===== src/opmode_params.svh =====
/*
  Constants for the operand address generator: field positions,
  lengths, page limits and the mode count.
  Assumes inclusion by the address generator only.
*/
`ifndef OPMODE_PARAMS_SVH
`define OPMODE_PARAMS_SVH

`define MODE_COUNT 17
`define PAGE_ZERO_TOP 16'h00ff
`define SHORT_IDX_TOP 16'h01fe
`define SECOND_INDEX_EXTRA 3'h1
`define LEN_INHERENT 3'h0
`define LEN_BYTE 3'h1
`define LEN_WORD 3'h2
`define LEN_BIT_IND_REL 3'h3
`define BITPOS_LSB 0
`define BITPOS_MSB 2

`endif


===== src/opmode_pkg.sv =====
/*
  Types for the operand address generator: mode and operation
  enumerations, the decode request and the address result.
  Assumes the opcode decoder upstream supplies mode and class.
*/
package opmode_pkg;

  typedef enum logic [4:0] {
    am_inherent,
    am_immediate,
    am_short_direct,
    am_long_direct,
    am_idx_none,
    am_idx_short,
    am_idx_long,
    am_ind_short,
    am_ind_long,
    am_ind_idx_short,
    am_ind_idx_long,
    am_rel_direct,
    am_rel_indirect,
    am_bit_direct,
    am_bit_indirect,
    am_bit_direct_rel,
    am_bit_indirect_rel
  } addr_mode_t;

  typedef enum logic [4:0] {
    op_none,
    op_nop,
    op_trap,
    wait_for_interrupt_op,
    op_halt,
    op_ret,
    interrupt_return_op,
    interrupt_mask_set_op,
    interrupt_mask_clear_op,
    carry_set_op,
    carry_clear_op,
    stack_pointer_reset_op,
    byte_multiply_op,
    op_load,
    op_compare,
    bit_compare_op,
    op_logic,
    op_arith,
    op_rmw,
    bit_false_branch_op,
    conditional_relative_jump
  } op_class_t;

  typedef struct packed {
    addr_mode_t mode;
    op_class_t op;
    logic use_second;
    logic [2:0] bit_pos;
  } decode_req_t;

  typedef struct packed {
    logic [15:0] ea;
    logic [15:0] target;
    logic [2:0] length;
    logic [7:0] bit_mask;
    logic illegal;
    logic is_inherent;
    logic [4:0] mode_idx;
  } addr_result_t;

endpackage : opmode_pkg


===== src/opmode_addr_gen.sv =====
/*
  Operand address generator and instruction length decoder.
  Assumes the caller presents the opcode class and mode, the operand
  bytes after the opcode, pointer bytes already fetched from memory,
  the two index registers and the next-instruction counter, all
  stable while start is high. Results appear one cycle after start.
*/
`timescale 1ns/1ps
`include "opmode_params.svh"

module opmode_addr_gen (
  input wire logic clk_sys,
  input wire logic rst,
  input wire logic start,
  input wire opmode_pkg::decode_req_t req,
  input wire logic [7:0] byte1,
  input wire logic [7:0] byte2,
  input wire logic [7:0] byte3,
  input wire logic [7:0] ptr_hi,
  input wire logic [7:0] ptr_lo,
  input wire logic [7:0] index_a,
  input wire logic [7:0] index_b,
  input wire logic [15:0] pc_next,
  output opmode_pkg::addr_result_t result,
  output logic done,
  output logic [15:0] ptr_addr,
  output logic ptr_needed
);

  // --------------------------------------------------------------
  // decode
  // --------------------------------------------------------------
  wire opmode_pkg::addr_mode_t mode = req.mode;
  wire [7:0] index_val = req.use_second ? index_b : index_a;
  wire [2:0] second_extra = req.use_second ? `SECOND_INDEX_EXTRA : 3'h0;
  wire [15:0] word12 = {byte1, byte2};
  wire [15:0] ptr_word = {ptr_hi, ptr_lo};
  wire [15:0] ptr_byte = {8'h00, ptr_lo};
  wire [15:0] idx16 = {8'h00, index_val};
  wire inherent_op = req.op inside {
    opmode_pkg::op_nop, opmode_pkg::op_trap,
    opmode_pkg::wait_for_interrupt_op, opmode_pkg::op_halt,
    opmode_pkg::op_ret, opmode_pkg::interrupt_return_op,
    opmode_pkg::interrupt_mask_set_op,
    opmode_pkg::interrupt_mask_clear_op,
    opmode_pkg::carry_set_op, opmode_pkg::carry_clear_op,
    opmode_pkg::stack_pointer_reset_op,
    opmode_pkg::byte_multiply_op};
  wire imm_ok = req.op inside {
    opmode_pkg::op_load, opmode_pkg::op_compare,
    opmode_pkg::bit_compare_op, opmode_pkg::op_logic,
    opmode_pkg::op_arith};
  wire long_form = mode inside {
    opmode_pkg::am_long_direct, opmode_pkg::am_idx_long,
    opmode_pkg::am_ind_long, opmode_pkg::am_ind_idx_long};
  wire rmw_op = req.op inside {
    opmode_pkg::op_rmw, opmode_pkg::bit_false_branch_op};
  wire bit_mode = mode inside {
    opmode_pkg::am_bit_direct, opmode_pkg::am_bit_indirect,
    opmode_pkg::am_bit_direct_rel, opmode_pkg::am_bit_indirect_rel};
  wire rel_mode = mode inside {
    opmode_pkg::am_rel_direct, opmode_pkg::am_rel_indirect};
  wire [15:0] rel_off_direct = {{8{byte1[7]}}, byte1};
  wire [15:0] rel_off_ind = {{8{ptr_lo[7]}}, ptr_lo};
  wire [15:0] rel_off_bit = {{8{byte2[7]}}, byte2};
  wire [15:0] rel_off_bit_ind = {{8{byte3[7]}}, byte3};

  // --------------------------------------------------------------
  // effective address, target and length
  // --------------------------------------------------------------
  logic [15:0] ea_d;
  logic [15:0] target_d;
  logic [2:0] len_d;
  logic illegal_d;
  logic ptr_needed_d;

  always_comb begin
    ea_d = 16'h0000;
    target_d = pc_next;
    len_d = `LEN_INHERENT;
    illegal_d = 1'b0;
    ptr_needed_d = 1'b0;
    case (mode)
      opmode_pkg::am_inherent: begin
        len_d = `LEN_INHERENT;
        illegal_d = !(inherent_op || req.op == opmode_pkg::op_rmw
                      || req.op == opmode_pkg::op_load
                      || req.op == opmode_pkg::op_compare);
      end
      opmode_pkg::am_immediate: begin
        len_d = `LEN_BYTE;
        illegal_d = !imm_ok;
      end
      opmode_pkg::am_short_direct: begin
        ea_d = {8'h00, byte1};
        len_d = `LEN_BYTE;
      end
      opmode_pkg::am_long_direct: begin
        ea_d = word12;
        len_d = `LEN_WORD;
      end
      opmode_pkg::am_idx_none: begin
        ea_d = idx16;
        len_d = `LEN_INHERENT;
      end
      opmode_pkg::am_idx_short: begin
        ea_d = idx16 + {8'h00, byte1};
        len_d = `LEN_BYTE;
      end
      opmode_pkg::am_idx_long: begin
        ea_d = word12 + idx16;
        len_d = `LEN_WORD;
      end
      opmode_pkg::am_ind_short: begin
        ea_d = ptr_byte;
        len_d = `LEN_BYTE;
        ptr_needed_d = 1'b1;
      end
      opmode_pkg::am_ind_long: begin
        ea_d = ptr_word;
        len_d = `LEN_BYTE;
        ptr_needed_d = 1'b1;
      end
      opmode_pkg::am_ind_idx_short: begin
        ea_d = ptr_byte + idx16;
        len_d = `LEN_BYTE;
        ptr_needed_d = 1'b1;
      end
      opmode_pkg::am_ind_idx_long: begin
        ea_d = ptr_word + idx16;
        len_d = `LEN_BYTE;
        ptr_needed_d = 1'b1;
      end
      opmode_pkg::am_rel_direct: begin
        target_d = pc_next + rel_off_direct;
        len_d = `LEN_BYTE;
      end
      opmode_pkg::am_rel_indirect: begin
        target_d = pc_next + rel_off_ind;
        len_d = `LEN_BYTE;
        ptr_needed_d = 1'b1;
      end
      opmode_pkg::am_bit_direct: begin
        ea_d = {8'h00, byte1};
        len_d = `LEN_BYTE;
      end
      opmode_pkg::am_bit_indirect: begin
        ea_d = ptr_byte;
        len_d = `LEN_BYTE;
        ptr_needed_d = 1'b1;
      end
      opmode_pkg::am_bit_direct_rel: begin
        ea_d = {8'h00, byte1};
        target_d = pc_next + rel_off_bit;
        len_d = `LEN_WORD;
      end
      opmode_pkg::am_bit_indirect_rel: begin
        ea_d = ptr_byte;
        target_d = pc_next + rel_off_bit_ind;
        len_d = `LEN_WORD;
        ptr_needed_d = 1'b1;
      end
      default: begin
        illegal_d = 1'b1;
      end
    endcase
  end

  // pointer modes carry the pointer address as one extra byte
  wire [2:0] len_ptr = ptr_needed_d ? len_d + `LEN_BYTE : len_d;
  wire idx_mode = mode inside {
    opmode_pkg::am_idx_none, opmode_pkg::am_idx_short,
    opmode_pkg::am_idx_long, opmode_pkg::am_ind_idx_short,
    opmode_pkg::am_ind_idx_long};
  wire [2:0] len_total = idx_mode ? len_ptr + second_extra : len_ptr;
  wire short_violation = rmw_op && long_form;
  wire bitop_mismatch = bit_mode != (req.op == opmode_pkg::bit_false_branch_op
                        || req.op == opmode_pkg::op_rmw) && bit_mode;
  wire rel_mismatch = rel_mode
                      && req.op != opmode_pkg::conditional_relative_jump;
  wire illegal_all = illegal_d || short_violation || bitop_mismatch
                     || rel_mismatch;
  wire [7:0] mask_d = bit_mode ? 8'h01 << req.bit_pos : 8'h00;

  // --------------------------------------------------------------
  // registered outputs
  // --------------------------------------------------------------
  always_ff @(posedge clk_sys) begin
    if (rst) begin
      result <= '0;
      done <= 1'b0;
      ptr_addr <= 16'h0000;
      ptr_needed <= 1'b0;
    end else begin
      done <= start;
      if (start) begin
        result.ea <= ea_d;
        result.target <= target_d;
        result.length <= len_total;
        result.bit_mask <= mask_d;
        result.illegal <= illegal_all;
        result.is_inherent <= mode == opmode_pkg::am_inherent;
        result.mode_idx <= 5'(mode);
        ptr_addr <= {8'h00, byte1};
        ptr_needed <= ptr_needed_d;
      end
    end
  end

  // --------------------------------------------------------------
  // checks
  // --------------------------------------------------------------
  property p_short_direct_page;
    @(posedge clk_sys) disable iff (rst)
      start && mode == opmode_pkg::am_short_direct
      |=> result.ea <= `PAGE_ZERO_TOP && result.length == `LEN_BYTE;
  endproperty
  a_short_direct_page: assert property (p_short_direct_page)
    else $error("short direct outside page zero");

  property p_long_direct;
    @(posedge clk_sys) disable iff (rst)
      start && mode == opmode_pkg::am_long_direct
      |=> result.ea == $past(word12) && result.length == `LEN_WORD;
  endproperty
  a_long_direct: assert property (p_long_direct)
    else $error("long direct address wrong");

  property p_short_idx_reach;
    @(posedge clk_sys) disable iff (rst)
      start && mode == opmode_pkg::am_idx_short
      |=> result.ea <= `SHORT_IDX_TOP;
  endproperty
  a_short_idx_reach: assert property (p_short_idx_reach)
    else $error("short indexed beyond reach");

  property p_idx_none;
    @(posedge clk_sys) disable iff (rst)
      start && mode == opmode_pkg::am_idx_none
      |=> result.ea == {8'h00, $past(index_val)}
          && result.length == 3'($past(second_extra));
  endproperty
  a_idx_none: assert property (p_idx_none)
    else $error("no-offset indexed wrong");

  property p_second_index;
    @(posedge clk_sys) disable iff (rst)
      start && mode == opmode_pkg::am_idx_short && req.use_second
      |=> result.length == `LEN_WORD;
  endproperty
  a_second_index: assert property (p_second_index)
    else $error("second index length wrong");

  property p_inherent_len;
    @(posedge clk_sys) disable iff (rst)
      start && mode == opmode_pkg::am_inherent
      |=> result.length == `LEN_INHERENT && result.is_inherent;
  endproperty
  a_inherent_len: assert property (p_inherent_len)
    else $error("inherent length not zero");

  property p_rmw_short;
    @(posedge clk_sys) disable iff (rst)
      start && req.op == opmode_pkg::op_rmw && long_form
      |=> result.illegal;
  endproperty
  a_rmw_short: assert property (p_rmw_short)
    else $error("long form accepted for memory operation");

  property p_rel_reach;
    @(posedge clk_sys) disable iff (rst)
      start && mode == opmode_pkg::am_rel_direct
      |=> result.target - $past(pc_next) + 16'h0080 <= 16'h00ff;
  endproperty
  a_rel_reach: assert property (p_rel_reach)
    else $error("relative target out of reach");

  property p_immediate;
    @(posedge clk_sys) disable iff (rst)
      start && mode == opmode_pkg::am_immediate
      |=> result.length == `LEN_BYTE && result.illegal != $past(imm_ok);
  endproperty
  a_immediate: assert property (p_immediate)
    else $error("immediate length or legality wrong");

  property p_inherent_ops;
    @(posedge clk_sys) disable iff (rst)
      start && mode == opmode_pkg::am_inherent && inherent_op
      |=> !result.illegal && result.length == `LEN_INHERENT;
  endproperty
  a_inherent_ops: assert property (p_inherent_ops)
    else $error("inherent operation refused");

  property p_idx_long;
    @(posedge clk_sys) disable iff (rst)
      start && mode == opmode_pkg::am_idx_long
      |=> result.ea == $past(word12) + $past(idx16)
          && result.length == `LEN_WORD + $past(second_extra);
  endproperty
  a_idx_long: assert property (p_idx_long)
    else $error("long indexed address wrong");

  property p_ind_short;
    @(posedge clk_sys) disable iff (rst)
      start && mode == opmode_pkg::am_ind_short
      |=> result.ea == {8'h00, $past(ptr_lo)} && ptr_needed
          && result.length == `LEN_WORD;
  endproperty
  a_ind_short: assert property (p_ind_short)
    else $error("short indirect address wrong");

  property p_ind_long;
    @(posedge clk_sys) disable iff (rst)
      start && mode == opmode_pkg::am_ind_long
      |=> result.ea == {$past(ptr_hi), $past(ptr_lo)} && ptr_needed;
  endproperty
  a_ind_long: assert property (p_ind_long)
    else $error("long indirect address wrong");

  property p_ind_idx;
    @(posedge clk_sys) disable iff (rst)
      start && mode == opmode_pkg::am_ind_idx_short
      |=> result.ea == $past(ptr_byte) + $past(idx16)
          && result.ea <= `SHORT_IDX_TOP;
  endproperty
  a_ind_idx: assert property (p_ind_idx)
    else $error("indirect indexed address wrong");

  property p_rel_offset;
    @(posedge clk_sys) disable iff (rst)
      start && mode == opmode_pkg::am_rel_direct
      |=> result.target == $past(pc_next) + $past(rel_off_direct);
  endproperty
  a_rel_offset: assert property (p_rel_offset)
    else $error("relative offset not signed");

  property p_rel_indirect;
    @(posedge clk_sys) disable iff (rst)
      start && mode == opmode_pkg::am_rel_indirect
      |=> result.target == $past(pc_next) + $past(rel_off_ind)
          && ptr_needed && ptr_addr == {8'h00, $past(byte1)};
  endproperty
  a_rel_indirect: assert property (p_rel_indirect)
    else $error("relative indirect target wrong");

  property p_bit_select;
    @(posedge clk_sys) disable iff (rst)
      start && bit_mode
      |=> $onehot(result.bit_mask) && result.bit_mask[$past(req.bit_pos)]
          && result.ea <= `PAGE_ZERO_TOP;
  endproperty
  a_bit_select: assert property (p_bit_select)
    else $error("bit selection wrong");

  property p_done_pulse;
    @(posedge clk_sys) disable iff (rst)
      start |=> done;
  endproperty
  a_done_pulse: assert property (p_done_pulse)
    else $error("done missing after start");

endmodule : opmode_addr_gen


===== config.mk =====
export PLATFORM = sky130hd
export DESIGN_NAME = opmode_addr_gen
export DESIGN_NICKNAME = d
export VERILOG_FILES = /design/src/opmode_pkg.sv /design/src/opmode_addr_gen.sv
export VERILOG_INCLUDE_DIRS = /design/src
export SDC_FILE = /design/constraint.sdc
export NUM_CORES = 1
export LEC_CHECK = 0
export ABC_AREA = 1
export BUFFER_PORTS_ARGS = -buffer_cell sky130_fd_sc_hd__clkbuf_2
export CORE_ASPECT_RATIO = 2
export CORE_MARGIN = 4
export CORE_UTILIZATION = 40
export DETAILED_ROUTE_END_ITERATION = 10
export GPL_ROUTABILITY_DRIVEN = 0
export PLACE_DENSITY = 0.67
export SYNTH_ARGS = -nofsm -noshare
export SYNTH_HDL_FRONTEND = slang
export SYNTH_SLANG_ARGS = --single-unit
export TNS_END_PERCENT = 1

===== constraint.sdc =====
create_clock -name clk_sys -period 3.2 [get_ports clk_sys]
set_input_delay 0.64 -clock clk_sys [delete_from_list [all_inputs] [get_ports clk_sys]]
set_output_delay 0.64 -clock clk_sys [all_outputs]
set_load 0.01 [all_outputs]

==> impl_metrics.env <==
export IMPL_yosys_warnings=0
export IMPL_grt_first_pass_wirelength_um=33420
export IMPL_ys_flop_type="dfxtp_1"
export IMPL_fin_cells=1281
export IMPL_synth_top_area_cell="dfxtp_1"
export IMPL_fillers=1386
export IMPL_hold_class="reg2reg"
export IMPL_first_iter_violations=339
export IMPL_ioPinCount=157
export IMPL_tns_ps=0
export IMPL_reg2reg_depth=2
export IMPL_drc=0
export IMPL_fin_nets=1249
export IMPL_required_ps=3410
export IMPL_arrival_ps=3220
export IMPL_synth_top_cell_area_share_pct=21.97
export IMPL_synthToLayoutAreaGrowth_pct=35.31
export IMPL_netlist_top_cells_area="dfxtp_1, nand2_1, a21oi_1"
export IMPL_final_max_slew_viol_count=0
export IMPL_synth_edf_count=0
export IMPL_cts_buffers=9
export IMPL_synth_cell_types=50
export IMPL_leakage_nw=3.780
export IMPL_cts_root_buf="clkbuf_16"
export IMPL_dpl_hpwl_um=17750
export IMPL_dp_cells=1262
export IMPL_critPathKind="in2reg"
export IMPL_vias=7033
export IMPL_wirelength_um=21640
export IMPL_slew_headroom_pct=45.09
export IMPL_clk_insertion_delay_late_ps=330
export IMPL_hold_depth=2
export IMPL_grt_pass1_vias=6844
export IMPL_start_util_pct=40.69
export IMPL_crit_path_end_kind="register"
export IMPL_finalSetupViolCount=0
export IMPL_hold_violations=0
export IMPL_final_seq_area_sq_mm=0.001201
export IMPL_grtUsageMet2_pct=49.86
export IMPL_routedWlPerCell_um=16.89
export IMPL_core_sq_mm=0.01344
export IMPL_cap_viol_max_count=0
export IMPL_cts_sinks=60
export IMPL_min_period_ps=3015
export IMPL_grt_total_usage_pct=26.84
export IMPL_fin_crit_sh_pct=94.23
export IMPL_routed_via_density=5.490
export IMPL_synth_cells=889
export IMPL_drt_pass1_iterations=5
export IMPL_syn_avg_cell_area_sq_um=6.150
export IMPL_cp_start_kind="primary input"
export IMPL_layout_commonest_cell="nand2_1"
export IMPL_grt_use_met1_pct=24.75
export IMPL_die_w_um=90.67
export IMPL_die_area_sq_mm=0.01572
export IMPL_antenna_found_initial=0
export IMPL_synth_seq_area_share_pct=21.97
export IMPL_grt_busiest_layer="met2"
export IMPL_diodes=0
export IMPL_overflow=0
export IMPL_synth_seq_cells=60
export IMPL_timing_hold_ws_ps=461.5
export IMPL_outcome="finished clean"
export IMPL_rows=60
export IMPL_tritoncts="built"
export IMPL_skew_ps=0
export IMPL_grt_max_degree=73
export IMPL_final_cell_mix="nand2_1, clkbuf_2, buf_4, a21oi_1, inv_1"
export IMPL_htreeDepth=3
export IMPL_cp_max_fo=6
export IMPL_grtUsageMet3_pct=4.387
export IMPL_ir_worst_vdd_v=0.0002850
export IMPL_fmax_ghz=0.3316
export IMPL_multi_input_area_sq_mm=0.003849
export IMPL_cts_buffer_depth=2
export IMPL_die_h_um=173.3
export IMPL_tightest_slew_ps=822.7
export IMPL_syn_area_sq_mm=0.005468
export IMPL_clk_pin_slew_ps=60
export IMPL_io_buffer_count=148
export IMPL_synthArstFlopShare_pct=0
export IMPL_rsz0062_at_grt="true"
export IMPL_ant_nets=0
export IMPL_p_per_area_mw_per_mm2=367.7
export IMPL_drive_gt1_share_pct=28.95
[metrics by stage]
stage                     utilization [%]  power [mW]  worst slack, ps  area [sq um]
after floorplan                         -       1.365            3.577          5502
after global placement              52.13       1.772           -358.8          7005
after detailed placement            52.13       1.780           -370.9          7005
after CTS                           54.23       2.701            23.16          7287
after global routing                55.06       2.862           -16.78          7398
final                               55.06       2.720            184.7          7398
[registers in the layout, summed over array words and instances, names as in the netlist]
name / count
ptr_addr: 8
ptr_needed: 1
result: 50
done: 1
[power by group]
| group | internal, mW | total (mW) | switching [mW] |
|---|---|---|---|
| clock network | 0.543 | 0.922 | 0.379 |
| logic | 0.410 | 0.986 | 0.576 |
| registers | 0.789 | 0.812 | 0.0239 |
[synth_stat cells (9+ instances only)]
master,count
a21oi_1,98
clkbuf_1,19
dfxtp_1,60
ha_1,36
inv_1,84
inv_2,13
nand2_1,246
nand3_1,60
nand4_1,9
nor2_1,65
o211ai_1,12
o21ai_0,65
o21ai_1,9
[worst paths after layout]
kind / end / from / slack (ps)
setup reg to reg: result[1] / result[1] / 2490
setup / recovery: result[40] / req[11] / 180
hold / removal: result[43] / result[43] / 460
hold reg to reg: result[43] / result[43] / 460
[layer usage]
| layer | up-vias | share of wire [%] |
|---|---|---|
| met5 | - | 0 |
| met4 | 0 | 9.1 |
| met3 | 118 | 5.8 |
| met2 | 290 | 52 |
| met1 | 3190 | 33 |
| li1 | 3435 | - |
[area by class of cell]
class                           count  share of cell area [%]
Multi-Input combinational cell    703                   52.02
Timing Repair Buffer              250                   20.43
Sequential cell                    60                   16.24
Inverter                           97                   4.921
Clock buffer                       10                   3.230
Tap cell                          155                   2.621
Clock inverter                      6                  0.5412
[kinds of logic (layout without fill, tap and decap cells)]
logic type                 after synthesis  after routing  synth area share, %
AOI/OAI and AO/OA                      230            230                24.00
xor gates and xnor gates                 9              9                1.442
adders and majority gates               39             39                9.336
buffers and inverters                  133            363                9.840
DFF                                     60             60                21.97
muxes                                    1              1               0.1831
other                                    1              8              0.06858
and+or+nand+nor                        416            416                33.16
[worst max-delay path, stage by stage]
cell      delay [ps]
clkbuf_2         160
buf_4            160
inv_1            100
nand3_4           70
nor2_1            90
buf_4            150
nand2_1           50
o21ai_0           70
ha_1             180
inv_1             50
fa_1             380
nand3b_1         190
nand2_1          100
nand2_1           80
nand2_1           80
a21oi_1           90
or2_2            280
nand3_1           80
nand3_1           80
nand2_1           70
a21oi_1           70
[what timing repair did]
action	4_1_cts	5_1_grt
gates resized for setup	1	32
pin swaps	0	9
buffers inserted	0	3
hold buffers	0	0
setup endpoints to repair	2	16
Note: power is estimated with default switching activity, not from simulation.
